**config.mk**
```make
export PLATFORM = sky130hd
export DESIGN_NAME = tsa_top
export DESIGN_NICKNAME = d
export VERILOG_FILES = /design/src/core/tsa_chan_cmp.v /design/src/core/tsa_top.v
export VERILOG_INCLUDE_DIRS = /design/src /design/src/pkg
export SDC_FILE = /design/constraint.sdc
export NUM_CORES = 1
export LEC_CHECK = 0
export CAP_MARGIN = 30
export CORE_MARGIN = 2
export CORE_UTILIZATION = 55
export DETAILED_ROUTE_END_ITERATION = 7
export DONT_BUFFER_PORTS = 1
export GPL_TIMING_DRIVEN = 0
export PLACE_DENSITY = 0.7
export SYNTH_ARGS = -nofsm -noshare
export SYNTH_HDL_FRONTEND = slang
export SYNTH_SLANG_ARGS = --single-unit
```
**constraint.sdc**
```tcl
create_clock -name mclk -period 4.9 [get_ports mclk]
set_clock_uncertainty 0.15 [all_clocks]
set_input_delay 0.245 -clock mclk [delete_from_list [all_inputs] [get_ports mclk]]
set_output_delay 0.245 -clock mclk [all_outputs]
set_load 0.02 [all_outputs]
```
**src/pkg/tsa_regs.vh**
```
// register indexes, field positions, reset values and timing counts of the
// status, alert, overtemp, offset and one-shot block.
// assumes the byte address on the bus is four times the register index.
`ifndef TSA_REGS_VH
`define TSA_REGS_VH

// register indexes (byte address = index * 4)
`define TSA_IDX_STATUS_PRIMARY     6'h02
`define TSA_IDX_CONFIG             6'h03
`define TSA_IDX_ONE_SHOT           6'h0F
`define TSA_IDX_R1_OFFSET_UPPER    6'h11
`define TSA_IDX_R1_OFFSET_LOWER    6'h12
`define TSA_IDX_OT_HYSTERESIS      6'h21
`define TSA_IDX_STATUS_SECONDARY   6'h23
`define TSA_IDX_R2_OFFSET_UPPER    6'h34
`define TSA_IDX_R2_OFFSET_LOWER    6'h35

// configuration register fields
`define TSA_CFG_ALERT_MASK         0
`define TSA_CFG_PIN_OVERTEMP2      1
`define TSA_CFG_STANDBY            2
`define TSA_CFG_REMOTE2_SELECT     3
`define TSA_CFG_RESET              8'h00

// primary status fields
`define TSA_ST1_BUSY               7
`define TSA_ST1_LOCAL_HIGH         6
`define TSA_ST1_LOCAL_LOW          5
`define TSA_ST1_R1_HIGH            4
`define TSA_ST1_R1_LOW             3
`define TSA_ST1_R1_OPEN            2
`define TSA_ST1_R1_OVERTEMP        1
`define TSA_ST1_LOCAL_OVERTEMP     0

// secondary status fields
`define TSA_ST2_R2_HIGH            4
`define TSA_ST2_R2_LOW             3
`define TSA_ST2_R2_OPEN            2
`define TSA_ST2_R2_OVERTEMP        1
`define TSA_ST2_ALERT_ACTIVE       0

// reset values
`define TSA_HYST_RESET             8'h0A
`define TSA_OFFSET_RESET           8'h00

// one-shot request pulse length in mclk cycles
`define TSA_ONE_SHOT_PULSE_CYCLES  1

`endif

```
**src/core/tsa_chan_cmp.v**
```verilog
// one channel of limit comparison: high and low trips plus two hysteresis
// states (overtemp limit and high limit), all updated on a measurement strobe.
// assumes meas and limits are signed quarter-degree codes of equal width.
`timescale 1ns/10ps

module tsa_chan_cmp #(
    parameter W = 10
) (
    // clock and reset
    input  wire         mclk,
    input  wire         rst,
    // measurement strobe and value
    input  wire         update,
    input  wire [W-1:0] meas,
    // limits (quarter-degree codes) and hysteresis (whole degrees)
    input  wire [W-1:0] high_lim,
    input  wire [W-1:0] low_lim,
    input  wire [W-1:0] ot_lim,
    input  wire [7:0]   hyst,
    // comparison results
    output reg          high_trip,
    output reg          low_trip,
    output reg          ot_state,
    output reg          high_state
);

    // widen to keep limit minus hysteresis from wrapping
    localparam XW = W + 4;

    wire signed [XW-1:0] s_meas  = {{4{meas[W-1]}}, meas};
    wire signed [XW-1:0] s_high  = {{4{high_lim[W-1]}}, high_lim};
    wire signed [XW-1:0] s_low   = {{4{low_lim[W-1]}}, low_lim};
    wire signed [XW-1:0] s_ot    = {{4{ot_lim[W-1]}}, ot_lim};
    wire signed [XW-1:0] s_hyst  = {{(XW-10){1'b0}}, hyst, 2'b00};
    wire signed [XW-1:0] ot_rel  = s_ot - s_hyst;
    wire signed [XW-1:0] hi_rel  = s_high - s_hyst;

    // comparisons are taken only when a fresh measurement arrives
    always @(posedge mclk or posedge rst)
    begin
        if (rst)
        begin
            high_trip  <= 1'b0;
            low_trip   <= 1'b0;
            ot_state   <= 1'b0;
            high_state <= 1'b0;
        end
        else if (update)
        begin
            high_trip <= (s_meas > s_high);
            low_trip  <= (s_meas <= s_low);
            if (s_meas > s_ot)
                ot_state <= 1'b1;
            else if (s_meas < ot_rel)
                ot_state <= 1'b0;
            // same hysteresis for the second output
            if (s_meas > s_high)
                high_state <= 1'b1;
            else if (s_meas < hi_rel)
                high_state <= 1'b0;
        end
    end

endmodule // tsa_chan_cmp

```
**src/core/tsa_top.v**
```verilog
// status flags, alert latch, overtemp outputs, remote offset calibration and
// one-shot trigger of a three-channel temperature monitor, as a classic
// wishbone slave with 8-bit registers in the low lane of a 32-bit word.
// assumes the converter supplies raw readings with a one-cycle valid strobe,
// and the smbus front end pulses alert_response when the host has read the
// alert-response address. limits arrive as plain inputs.
//
// Overview of operation
// - two read-only status registers, primary at 0x02, secondary at 0x23
// - primary bit 7 shows conversion busy, never drives alert
// - primary bits 6..3 flag local high/low and remote-1 high/low trips
// - primary bit 2 flags open remote-1 diode, alert capable
// - primary bits 1,0 show remote-1 and local overtemp, not alert capable
// - secondary bits 7..5 reserved; bits 4,3 flag remote-2 high/low trips
// - secondary bit 2 open remote-2 diode; bit 1 remote-2 overtemp
// - alert-capable flags stay set until status read or reset
// - any unmasked alert flag sets alert latch and pulls alert low
// - primary read clears bits 6..2 only where condition has gone
// - secondary read clears bits 4..2 only where condition has gone
// - flag clears only for in-limit value or good diode
// - alert latch cleared by alert-response read once flags are clear or masked
// - overtemp output low while any overtemp flag set, self releasing
// - overtemp releases below limit minus hysteresis at 0x21
// - second overtemp mode: alert pin follows high-limit states only
// - secondary bit 0 follows alert output in alert mode only, stays clear when masked
// - remote-1 offset is 10-bit: upper byte 0x11, fraction in 0x12[7:6]
// - remote-2 offset at 0x34/0x35; select bit redirects 0x11/0x12
// - signed offset added to each remote reading, resets to zero
// - write to 0x0F in standby starts one pass, data not stored
// - high limit trips above, low limit trips at or below
// - hysteresis defaults to 10 degrees, used by both overtemp outputs
`timescale 1ns/10ps
`include "tsa_regs.vh"

module tsa_top #(
    parameter W = 10
) (
    // clock and reset
    input  wire         mclk,
    input  wire         rst,
    // wishbone classic slave
    input  wire         wb_cyc_i,
    input  wire         wb_stb_i,
    input  wire         wb_we_i,
    input  wire [7:0]   wb_adr_i,
    input  wire [3:0]   wb_sel_i,
    input  wire [31:0]  wb_dat_i,
    output reg  [31:0]  wb_dat_o,
    output reg          wb_ack_o,
    // converter side
    input  wire         conv_busy,
    input  wire         meas_valid,
    input  wire [W-1:0] local_meas,
    input  wire [W-1:0] remote1_raw,
    input  wire [W-1:0] remote2_raw,
    input  wire         remote1_open,
    input  wire         remote2_open,
    output reg          one_shot_start,
    output reg          standby,
    // limits (signed quarter-degree codes)
    input  wire [W-1:0] local_high_lim,
    input  wire [W-1:0] local_low_lim,
    input  wire [W-1:0] local_ot_lim,
    input  wire [W-1:0] remote1_high_lim,
    input  wire [W-1:0] remote1_low_lim,
    input  wire [W-1:0] remote1_ot_lim,
    input  wire [W-1:0] remote2_high_lim,
    input  wire [W-1:0] remote2_low_lim,
    input  wire [W-1:0] remote2_ot_lim,
    // smbus alert-response completion
    input  wire         alert_response,
    // pins: open-drain alert pin, overtemp output
    output reg          alert_pin_o,
    output reg          alert_pin_oe_n,
    output reg          overtemp_out_n,
    // corrected remote readings
    output reg  [W-1:0] remote1_corr,
    output reg  [W-1:0] remote2_corr
);

    // ------------------------------------------------------------------
    // functions
    // ------------------------------------------------------------------

    // saturating signed add; clipping keeps a big offset from wrapping
    function [W-1:0] sat_add;
        input [W-1:0] a;
        input [W-1:0] b;
        reg   [W:0]   s;
        begin
            s = {a[W-1], a} + {b[W-1], b};
            if (s[W] != s[W-1])
                sat_add = s[W] ? {1'b1, {(W-1){1'b0}}} : {1'b0, {(W-1){1'b1}}};
            else
                sat_add = s[W-1:0];
        end
    endfunction

    // ------------------------------------------------------------------
    // bus decode
    // ------------------------------------------------------------------

    wire [5:0] idx     = wb_adr_i[7:2];
    wire       req     = wb_cyc_i & wb_stb_i & ~wb_ack_o;
    wire       wr_req  = req & wb_we_i & wb_sel_i[0];
    wire       rd_req  = req & ~wb_we_i;

    reg  [7:0] cfg;
    reg  [7:0] hyst;
    reg  [7:0] r1_off_hi;
    reg  [1:0] r1_off_lo;
    reg  [7:0] r2_off_hi;
    reg  [1:0] r2_off_lo;

    // select bit steers the remote-1 offset window
    wire       r2_sel  = cfg[`TSA_CFG_REMOTE2_SELECT];
    wire       hit_ou  = (idx == `TSA_IDX_R1_OFFSET_UPPER);
    wire       hit_ol  = (idx == `TSA_IDX_R1_OFFSET_LOWER);
    wire       wr_r1hi = wr_req & hit_ou & ~r2_sel;
    wire       wr_r1lo = wr_req & hit_ol & ~r2_sel;
    wire       wr_r2hi = wr_req & ((hit_ou & r2_sel) | (idx == `TSA_IDX_R2_OFFSET_UPPER));
    wire       wr_r2lo = wr_req & ((hit_ol & r2_sel) | (idx == `TSA_IDX_R2_OFFSET_LOWER));

    // clear-on-read acts at the edge the read is acknowledged
    wire       rd_st1  = rd_req & (idx == `TSA_IDX_STATUS_PRIMARY);
    wire       rd_st2  = rd_req & (idx == `TSA_IDX_STATUS_SECONDARY);

    // ------------------------------------------------------------------
    // configuration, hysteresis and offset registers
    // ------------------------------------------------------------------

    // software-written registers; offsets reset to zero
    always @(posedge mclk or posedge rst)
    begin
        if (rst)
        begin
            cfg       <= `TSA_CFG_RESET;
            hyst      <= `TSA_HYST_RESET;
            r1_off_hi <= `TSA_OFFSET_RESET;
            r1_off_lo <= 2'h0;
            r2_off_hi <= `TSA_OFFSET_RESET;
            r2_off_lo <= 2'h0;
        end
        else
        begin
            if (wr_req & (idx == `TSA_IDX_CONFIG))
                cfg <= {4'h0, wb_dat_i[3:0]};
            if (wr_req & (idx == `TSA_IDX_OT_HYSTERESIS))
                hyst <= wb_dat_i[7:0];
            if (wr_r1hi)
                r1_off_hi <= wb_dat_i[7:0];
            if (wr_r1lo)
                r1_off_lo <= wb_dat_i[7:6];
            // remote-2 offset at its own and redirected addresses
            if (wr_r2hi)
                r2_off_hi <= wb_dat_i[7:0];
            if (wr_r2lo)
                r2_off_lo <= wb_dat_i[7:6];
        end
    end

    // ------------------------------------------------------------------
    // one-shot trigger and standby
    // ------------------------------------------------------------------

    // write strobe only; written data is dropped
    always @(posedge mclk or posedge rst)
    begin
        if (rst)
        begin
            one_shot_start <= 1'b0;
            standby        <= 1'b0;
        end
        else
        begin
            one_shot_start <= wr_req & (idx == `TSA_IDX_ONE_SHOT)
                              & cfg[`TSA_CFG_STANDBY];
            standby        <= cfg[`TSA_CFG_STANDBY];
        end
    end

    // ------------------------------------------------------------------
    // offset correction and channel comparison
    // ------------------------------------------------------------------

    // offsets applied to both remote readings
    wire [W-1:0] r1_adj = sat_add(remote1_raw, {r1_off_hi, r1_off_lo});
    wire [W-1:0] r2_adj = sat_add(remote2_raw, {r2_off_hi, r2_off_lo});

    // corrected readings held for the value registers outside
    always @(posedge mclk or posedge rst)
    begin
        if (rst)
        begin
            remote1_corr <= {W{1'b0}};
            remote2_corr <= {W{1'b0}};
        end
        else if (meas_valid)
        begin
            remote1_corr <= r1_adj;
            remote2_corr <= r2_adj;
        end
    end

    wire l_hi;
    wire l_lo;
    wire l_ot;
    wire l_hs;
    wire r1_hi;
    wire r1_lo;
    wire r1_ot;
    wire r1_hs;
    wire r2_hi;
    wire r2_lo;
    wire r2_ot;
    wire r2_hs;

    tsa_chan_cmp #(.W(W)) u_local (
        .mclk       (mclk),
        .rst        (rst),
        .update     (meas_valid),
        .meas       (local_meas),
        .high_lim   (local_high_lim),
        .low_lim    (local_low_lim),
        .ot_lim     (local_ot_lim),
        .hyst       (hyst),
        .high_trip  (l_hi),
        .low_trip   (l_lo),
        .ot_state   (l_ot),
        .high_state (l_hs)
    );

    tsa_chan_cmp #(.W(W)) u_remote1 (
        .mclk       (mclk),
        .rst        (rst),
        .update     (meas_valid),
        .meas       (r1_adj),
        .high_lim   (remote1_high_lim),
        .low_lim    (remote1_low_lim),
        .ot_lim     (remote1_ot_lim),
        .hyst       (hyst),
        .high_trip  (r1_hi),
        .low_trip   (r1_lo),
        .ot_state   (r1_ot),
        .high_state (r1_hs)
    );

    tsa_chan_cmp #(.W(W)) u_remote2 (
        .mclk       (mclk),
        .rst        (rst),
        .update     (meas_valid),
        .meas       (r2_adj),
        .high_lim   (remote2_high_lim),
        .low_lim    (remote2_low_lim),
        .ot_lim     (remote2_ot_lim),
        .hyst       (hyst),
        .high_trip  (r2_hi),
        .low_trip   (r2_lo),
        .ot_state   (r2_ot),
        .high_state (r2_hs)
    );

    // ------------------------------------------------------------------
    // sticky alert flags
    // ------------------------------------------------------------------

    // live conditions, order: lh ll r1h r1l d1 | r2h r2l d2
    // limit trips and open-diode inputs
    wire [4:0] cond1 = {l_hi, l_lo, r1_hi, r1_lo, remote1_open};
    wire [2:0] cond2 = {r2_hi, r2_lo, remote2_open};

    reg  [4:0] flag1;
    reg  [2:0] flag2;

    // set wins over clear so a trip during the read is kept
    always @(posedge mclk or posedge rst)
    begin
        if (rst)
        begin
            flag1 <= 5'h00;
            flag2 <= 3'h0;
        end
        else
        begin
            // only in-limit or good diode clears
            flag1 <= (flag1 & ~({5{rd_st1}} & ~cond1)) | cond1;
            flag2 <= (flag2 & ~({3{rd_st2}} & ~cond2)) | cond2;
        end
    end

    // ------------------------------------------------------------------
    // alert latch and pin
    // ------------------------------------------------------------------

    // masked flags never reach the latch; busy and overtemp excluded
    wire any_flag = ~cfg[`TSA_CFG_ALERT_MASK] & (|{flag1, flag2});
    wire pin_ot2  = cfg[`TSA_CFG_PIN_OVERTEMP2];
    reg  alert_latch;

    // latch set beats an alert-response clear in the same cycle
    always @(posedge mclk or posedge rst)
    begin
        if (rst)
            alert_latch <= 1'b0;
        else if (any_flag)
            alert_latch <= 1'b1;
        // only an alert-response read with flags clear or masked releases it
        else if (alert_response)
            alert_latch <= 1'b0;
    end

    // alert-active bit mirrors the pin in alert mode
    wire alert_active = alert_latch & ~pin_ot2;

    // open-drain pins; enable low while pulling low
    always @(posedge mclk or posedge rst)
    begin
        if (rst)
        begin
            alert_pin_o    <= 1'b0;
            alert_pin_oe_n <= 1'b1;
            overtemp_out_n <= 1'b1;
        end
        else
        begin
            alert_pin_o    <= 1'b0;
            // second overtemp follows high-limit states only
            if (pin_ot2)
                alert_pin_oe_n <= ~(l_hs | r1_hs | r2_hs);
            else
                alert_pin_oe_n <= ~alert_latch;
            // overtemp output follows the hysteresis states
            overtemp_out_n <= ~(l_ot | r1_ot | r2_ot);
        end
    end

    // ------------------------------------------------------------------
    // read data and acknowledge
    // ------------------------------------------------------------------

    wire [7:0] st1 = {conv_busy, flag1, r1_ot, l_ot};
    wire [7:0] st2 = {3'h0, flag2, r2_ot, alert_active};

    reg  [7:0] rd_mux;

    // status registers are read only: writes to them are ignored
    always @*
    begin
        rd_mux = 8'h00;
        case (idx)
            `TSA_IDX_STATUS_PRIMARY:   rd_mux = st1;
            `TSA_IDX_STATUS_SECONDARY: rd_mux = st2;
            `TSA_IDX_CONFIG:           rd_mux = cfg;
            `TSA_IDX_OT_HYSTERESIS:    rd_mux = hyst;
            `TSA_IDX_R1_OFFSET_UPPER:  rd_mux = r2_sel ? r2_off_hi : r1_off_hi;
            `TSA_IDX_R1_OFFSET_LOWER:  rd_mux = {(r2_sel ? r2_off_lo : r1_off_lo), 6'h00};
            `TSA_IDX_R2_OFFSET_UPPER:  rd_mux = r2_off_hi;
            `TSA_IDX_R2_OFFSET_LOWER:  rd_mux = {r2_off_lo, 6'h00};
            default:                   rd_mux = 8'h00;
        endcase
    end

    // one wait state; unmapped addresses still ack and read zero
    always @(posedge mclk or posedge rst)
    begin
        if (rst)
        begin
            wb_ack_o <= 1'b0;
            wb_dat_o <= 32'h00000000;
        end
        else
        begin
            wb_ack_o <= req;
            if (rd_req)
                wb_dat_o <= {24'h000000, rd_mux};
        end
    end

endmodule // tsa_top

```
==> results of run 1 <==
## cell usage after synthesis, types with 3 or more instances
cell	number	area [um2]
a211o_1	6	52.6
a211oi_1	11	82.6
a21o_1	63	473
a21oi_1	88	440
a221o_1	3	30.0
a221oi_1	5	43.8
a222oi_1	4	40.0
a22oi_1	3	22.5
a31oi_1	8	50.1
and2_1	4	25.0
and3_1	4	25.0
buf_4	25	188
clkbuf_1	13	48.8
dfrtp_1	82	2050
dfstp_2	4	105
fa_1	8	160
ha_1	213	2670
inv_1	139	522
inv_2	7	26.3
maj3_1	3	30.0
mux2_1	23	259
mux2_2	25	282
mux2i_1	6	60.1
nand2_1	54	203
nand2b_1	17	106
nand3_1	8	40.0
nand4_1	15	93.8
nor2_1	65	244
nor2b_1	20	125
nor3_1	17	85.1
nor4_1	5	31.3
o211ai_1	8	60.1
o21a_1	6	45.0
o21ai_0	18	90.1
o21ai_1	34	170
o21bai_1	15	113
o221ai_1	10	87.6
o22ai_1	5	31.3
or2_2	5	31.3
or3_1	5	31.3
xnor2_1	40	350
xor2_1	18	158
## state kept, by name, summed over array words and instances (netlist names), 2 cells and up
register      flops
remote2_corr     10
wb_dat_o          8
r1_off_lo         2
hyst              8
r2_off_lo         2
cfg               4
r2_off_hi         8
flag2             3
remote1_corr     10
r1_off_hi         8
flag1             5
## cell families (layout without fill, tap and decap cells)
logic type,Yosys count,count (layout),synth area share
and+or+nand+nor,233,233,0.116
adders and majority gates,224,224,0.281
muxes,54,54,0.0592
buffers and inverters,186,225,0.0782
other,1,25,0.000370
AOI/OAI and AO/OA,308,308,0.202
xor gates and xnor gates,58,58,0.0501
DFF,86,86,0.213
## stage by stage
stage	area (um2)	setup slack, ns	hold slack (ns)
final	11200	0.140	0.0132
after global routing	11200	-0.0497	0.0122
after CTS	11200	0.0430	0.00540
after detailed placement	10600	-0.442	0.0278
after global placement	10500	-0.374	0.189
after floorplan	10200	0.423	0.187
## routing by layer
| metal | GRT usage | part of all wire |
|---|---|---|
| met4 | 0.0726 | 0.023 |
| met1 | 0.352 | 0.43 |
| met5 | 0 | 0 |
| met2 | 0.453 | 0.47 |
| met3 | 0.0657 | 0.076 |
## worst register-to-register path: stages, from the launching register on
cell,delay (ns)
dfrtp_2,0.44
ha_1,0.28
a211o_1,0.33
a211o_1,0.30
a21o_1,0.19
a21oi_2,0.17
o21bai_1,0.09
a21oi_2,0.15
xnor2_1,0.16
ha_2,0.34
buf_4,0.21
o21ai_4,0.33
ha_1,0.32
nand4_1,0.14
nor2_1,0.09
mux2_1,0.32
a211o_1,0.27
o211a_1,0.17
o21bai_1,0.17
## timing repair
action,in CTS,in global routing
endpoints found under the hold margin,71,0
resized for setup,29,11
hold buffers,15,0
setup buffers,2,5
endpoints found under the setup margin,8,7
pin swaps,1,3
## final cells by class
type                       count  area, um2
buffer                        38        241
clock buffer                  10        229
clock inverter                 6       70.1
fill                        1579       6780
inverter                     147        554
multi-input combinational    902       7460
sequential                    86       2160
tap                          229        287
timing repair buffer          24        248
## worst min-delay path by stage
stage                             from                           to  slack (ns)  cells after the start
after floorplan           remote1_open           flag1[0]$_DFF_PP0_        0.19                      1
after global placement    remote1_open           flag1[0]$_DFF_PP0_        0.19                      1
after detailed placement           rst  remote2_corr[2]$_DFFE_PP0P_        0.03                      1
after CTS                  wb_adr_i[5]     one_shot_start$_DFF_PP0_       0.005                      3
after global routing       wb_adr_i[5]     one_shot_start$_DFF_PP0_        0.01                      3
final                      wb_adr_i[5]     one_shot_start$_DFF_PP0_        0.01                      3
## power by group
group / total (mW) / internal (mW) / leakage, nW / switching, mW
Combinational: 0.873 / 0.389 / 4.50 / 0.483
Clock: 0.705 / 0.400 / 0.141 / 0.305
Sequential: 0.881 / 0.775 / 1.04 / 0.106
Total: 2.46 / 1.56 / 5.68 / 0.894
## cells in the final DEF (no fill, tap or decap), drive strengths merged, types with 21 or more instances in the layout
master and n:
nor2 68, dfrtp 82, mux2 48, a21o 63, o21ai 52, inv 148
clkbuf 21, conb 25, nand2 54, ha 213, xnor2 40, buf 36
a21oi 89
==> impl_metrics.tcl, run 1 <==
set metrics [dict create \
    status "complete, no violations" \
    grt_pass1_wl_um 42400 \
    syn_inst 1150 \
    leakage_nw 5.68 \
    start_util 0.563 \
    setup_viol 0 \
    syn_avg_cell_area_um2 8.82 \
    startpoint "r1_off_lo[1]$_DFFE_PP0P_" \
    path_clk_slew_ns 0.07 \
    routed_wl_um 26700 \
    path_max_fanout 10 \
    io_buffer_count 0 \
    grt_max_degree 52 \
    r2r_slack_ns 0.14 \
    io-pin-count 232 \
    ys_seq_area_frac 0.213 \
    worst_path_most_repeated_cell "a211o_1" \
    row_count 49 \
    routedWlPerCell_um 18.5 \
    crit_arrival_ns 4.83 \
    die_h_um 140 \
    r2r-end "u_remote1.high_state$_DFFE_PP0P_" \
    grt_overflow 0 \
    worstMarginPinSlew_ns 0.970 \
    dr.pass1.iters 5 \
    post-route-util 0.624 \
    drive_above_1_share 0.105 \
    synth_edf_count 0 \
    yosys_register_bits 86 \
    cts_made_buffers 9 \
    root_buffer "clkbuf_16" \
    vdd.ir_drop.worst_v 0.000162 \
    rsz0062_at_grt "yes" \
    max_clock_freq_mhz 210 \
    reg2regPathDepth 18 \
    crit_chain "ha_1, a211o_1, a211o_1, a21o_1, a21oi_2, o21bai_1, a21oi_2, xnor2_1, ha_2, buf_4, o21ai_4, ha_1, nand4_1, nor2_1, mux2_1, a211o_1, o211a_1, o21bai_1" \
    synthArstFlopShare 1.00 \
    clock_path_buffers 2 \
    hp-class "in2reg" \
    antenna_cells 0 \
    hpwl_um 21500 \
    die_w_um 140 \
    vias_per_cell 5.83 \
    globalplace.congestion 0.919 \
    critPathCapture "u_remote1.high_state$_DFFE_PP0P_" \
    drt_iter0_drc 522 \
    synth_area_um2 10100 \
    max_stage_delay_ns 0.44 \
    maxCapViolations 0 \
    crit_slowest_cell "dfrtp_2" \
    hold_violations 0 \
    grt_antenna_before_repair 0 \
    finalSetupTns_ns 0 \
    post-place-cells 1405 \
    drc_errors 0 \
    final_cell_count_no_fill 1442 \
    nNetsFinal 1603 \
    cts_tree "done" \
    yosysUniqueCellTypes 74 \
    p_total_mw 2.46 \
    cp_data_required_time_ns 4.97 \
    synth_ff_type "dfrtp_1" \
    cts.sinks 86 \
    crit_path_start_kind "register" \
    htreeDepth 3 \
    clk_latency_ns 0.34 \
    power_density_nw_per_um2 219 \
    critPathKind "reg2reg" \
    worst-path-buf-inv 1 \
    fin_crit_sh 0.971 \
    postRouteAntennaNets 0 \
    critPathCaptureType "register" \
    worst-path-stages 18 \
    die_area_um2 19500 \
    grt_use_total 0.271 \
    grt_pass1_vias 8102 \
    yosysWarningCount 0 \
    crit_family "compound AO/OA/AOI/OAI gates" \
    num_vias 8413 \
    period_needed_ns 4.76 \
    slew_headroom 0.353 \
    final-max-slew-violation-count 0 \
    r2r-start "r1_off_lo[1]$_DFFE_PP0P_" \
    core_um2 18000 \
    syn_to_final_growth_pct 10.9 \
]
(Power assumes the default switching activity.)
==> run 2, diff against run 1 <==
--- a/config.mk
+++ b/config.mk
@@ -13,6 +13,8 @@
 export DONT_BUFFER_PORTS = 1
 export GPL_TIMING_DRIVEN = 0
 export PLACE_DENSITY = 0.7
+export SLEW_MARGIN = 40
 export SYNTH_ARGS = -nofsm -noshare
 export SYNTH_HDL_FRONTEND = slang
 export SYNTH_SLANG_ARGS = --single-unit
+export TNS_END_PERCENT = 20
==> constraint.sdc (replaced) <==
create_clock -name mclk -period 6.1 [get_ports mclk]
set_clock_uncertainty 0.15 [all_clocks]
set_input_delay 0.305 -clock mclk [delete_from_list [all_inputs] [get_ports mclk]]
set_output_delay 0.305 -clock mclk [all_outputs]
set_load 0.02 [all_outputs]
==> run 2 against run 1 <==
  * Wire length barely moved
  * Worst setup slack improved by 0.44 ns
  * Combinational power fell by 24%
  * Clock-buffer cell count shrank 1
  * Utilization fell by 1.3 points
  * Critical path depth stayed put
  * Hold slack gained 0.060 ns
  * Via count rose by 0.27%
  * Clock power is 20% lower
  * Total power fell by 21%
  * Flip-flop and latch count unchanged
==> impl_metrics.tcl, run 2 (synthesized netlist as in run 1, its figures left out) <==
set metrics [dict create \
    cts.sinks 86 \
    reg_top3 "remote1_corr (10), remote2_corr (10)" \
    grt_pass1_vias 8121 \
    hold_violations 0 \
    min_from "wb_we_i" \
    nFillCells 1642 \
    dr.max_layer_used "met4" \
    start_util 0.563 \
    globalplace.congestion 0.919 \
    slew_headroom 0.365 \
    fin_crit_sh 0.905 \
    io_buffer_count 0 \
    cts_tree "done" \
    root_buffer "clkbuf_16" \
    vias_per_cell 5.88 \
    final_area_um2 11000 \
    hpwl_um 21600 \
    wl_met3_um 1980 \
    post-place-cells 1404 \
    startpoint "r1_off_lo[1]$_DFFE_PP0P_" \
    die_w_um 140 \
    routed_wl_um 26700 \
    cts_made_buffers 9 \
    postRouteAntennaNets 0 \
    clk_latency_ns 0.34 \
    io-pin-count 232 \
    drc_errors 0 \
    core_um2 18000 \
    setup_viol 0 \
    p_sw_mw 0.701 \
    finalSetupTns_ns 0 \
    r2r-start "r1_off_lo[1]$_DFFE_PP0P_" \
    crit_path_start_kind "register" \
    drt_iter0_drc 537 \
    final_cell_count_no_fill 1434 \
    htreeDepth 3 \
    final_common_cell "ha_1" \
    path_clk_slew_ns 0.07 \
    final-max-slew-violation-count 0 \
    die_area_um2 19500 \
    crit_arrival_ns 5.59 \
    die_h_um 140 \
    p_sw_frac 0.362 \
    num_vias 8436 \
    critPathKind "reg2reg" \
    grt_overflow 0 \
    routedWlPerCell_um 18.6 \
    pwr-share-comb 0.344 \
    postCtsSetupBuffers 0 \
    status "complete, no violations" \
    worstMarginPinSlew_ns 0.945 \
    pwr-share-clk 0.290 \
    row_count 49 \
    nNetsFinal 1595 \
    syn_to_final_growth_pct 8.48 \
    grt_max_degree 52 \
    vdd.ir_drop.worst_v 0.000129 \
    leakage_nw 5.61 \
    maxCapViolations 0 \
    period_needed_ns 5.52 \
    final_cell_mix "ha_1, inv_1, a21oi_1" \
    dr_wl_met2_um 12500 \
    pwr-share-seq 0.366 \
    grt_use_total 0.274 \
    power_density_nw_per_um2 176 \
    rsz0062_at_grt "no" \
    hp-class "in2reg" \
    p_int_mw 1.24 \
    dr.pass1.iters 5 \
    cp_data_required_time_ns 6.18 \
    clock_path_buffers 2 \
    max_clock_freq_mhz 181 \
    wl_met1_um 11400 \
    place_area_um2 10600 \
    drive_above_1_share 0.0797 \
    grt_pass1_wl_um 42800 \
    critPathCaptureType "register" \
    grt_antenna_before_repair 1 \
    path_max_fanout 10 \
]
## run 2: cell types whose count changed in the layout (fill, tap and decap cells not counted), moves of 2 or more
cell / delta
o21ai_2: -2
o21ai_4: -7
a21oi_1: +6
a21o_1: +2
buf_4: -7
o21ai_1: +9
ha_4: -2
nand2_1: +2
a21oi_2: -5
ha_1: +3
## run 2: per-stage QoR
| step | total power, mW | setup slack [ns] | utilization | hold WS [ns] |
|---|---|---|---|---|
| floorplan | 1.22 | 1.62 | - | 0.242 |
| global placement | 1.35 | 0.826 | 0.584 | 0.249 |
| detailed placement | 1.37 | 0.747 | 0.586 | 0.0308 |
| CTS | 1.95 | 0.722 | 0.610 | 0.0658 |
| global route | 2.07 | 0.336 | 0.611 | 0.0721 |
| finish | 1.94 | 0.582 | 0.611 | 0.0728 |
## run 2: layer usage
layer | track usage | vias up
li1 | - | 4178
met1 | 0.356 | 3916
met2 | 0.451 | 280
met3 | 0.0647 | 62
met4 | 0.0895 | 0
met5 | 0 | -
## run 2: critical path, stage by stage, from the launching register on
cell and delay [ns]:
dfrtp_1 0.45, ha_1 0.30, a211o_1 0.34, a211o_1 0.30, a21o_1 0.17, a21oi_1 0.24, o21bai_1 0.10, a21oi_1 0.18
xnor2_1 0.17, ha_1 0.35, clkbuf_1 0.27, o21ai_1 0.80, ha_1 0.40, nand4_1 0.15, nor2_1 0.09, mux2_1 0.32
a211o_1 0.27, o211a_1 0.17, o21bai_1 0.17
## run 2: final cells by class
| type | instances | area (um2) | area share |
|---|---|---|---|
| Antenna cell | 1 | 2.50 | 0.000227 |
| Multi-Input combinational cell | 902 | 7300 | 0.663 |
| Clock buffer | 9 | 225 | 0.0205 |
| Tap cell | 229 | 287 | 0.0260 |
| Buffer | 39 | 243 | 0.0221 |
| Timing Repair Buffer | 15 | 168 | 0.0152 |
| Sequential cell | 86 | 2160 | 0.196 |
| Clock inverter | 6 | 71.3 | 0.00648 |
| Inverter | 147 | 557 | 0.0506 |
## run 2: timing repair
item / CTS / global route
gates resized for setup: 0 / 0
hold buffers: 14 / 0
hold endpoints to repair: 71 / 0
## run 2: path summary, 6_finish.rpt
path                                               endpoint  slack [ns]  cells after the start
max                        u_remote1.high_state$_DFFE_PP0P_        0.58                     18
max reg2reg                u_remote1.high_state$_DFFE_PP0P_        0.58                     18
max in group asynchronous          alert_pin_oe_n$_DFF_PP1_        4.87                      3
min in group asynchronous       remote2_corr[6]$_DFFE_PP0P_        0.30                      2
min reg2reg                              flag2[1]$_DFF_PP0_        0.29                      2
min                                 wb_dat_o[5]$_DFFE_PP0P_        0.07                      3
## run 2: power groups by stage
stage / combinational, mW / clock, mW / sequential (mW)
after global routing: 0.764 / 0.595 / 0.713
after floorplan: 0.518 / 0 / 0.698
after CTS: 0.666 / 0.572 / 0.709
after global placement: 0.629 / 0 / 0.718
after detailed placement: 0.650 / 0 / 0.720
final: 0.667 / 0.562 / 0.708
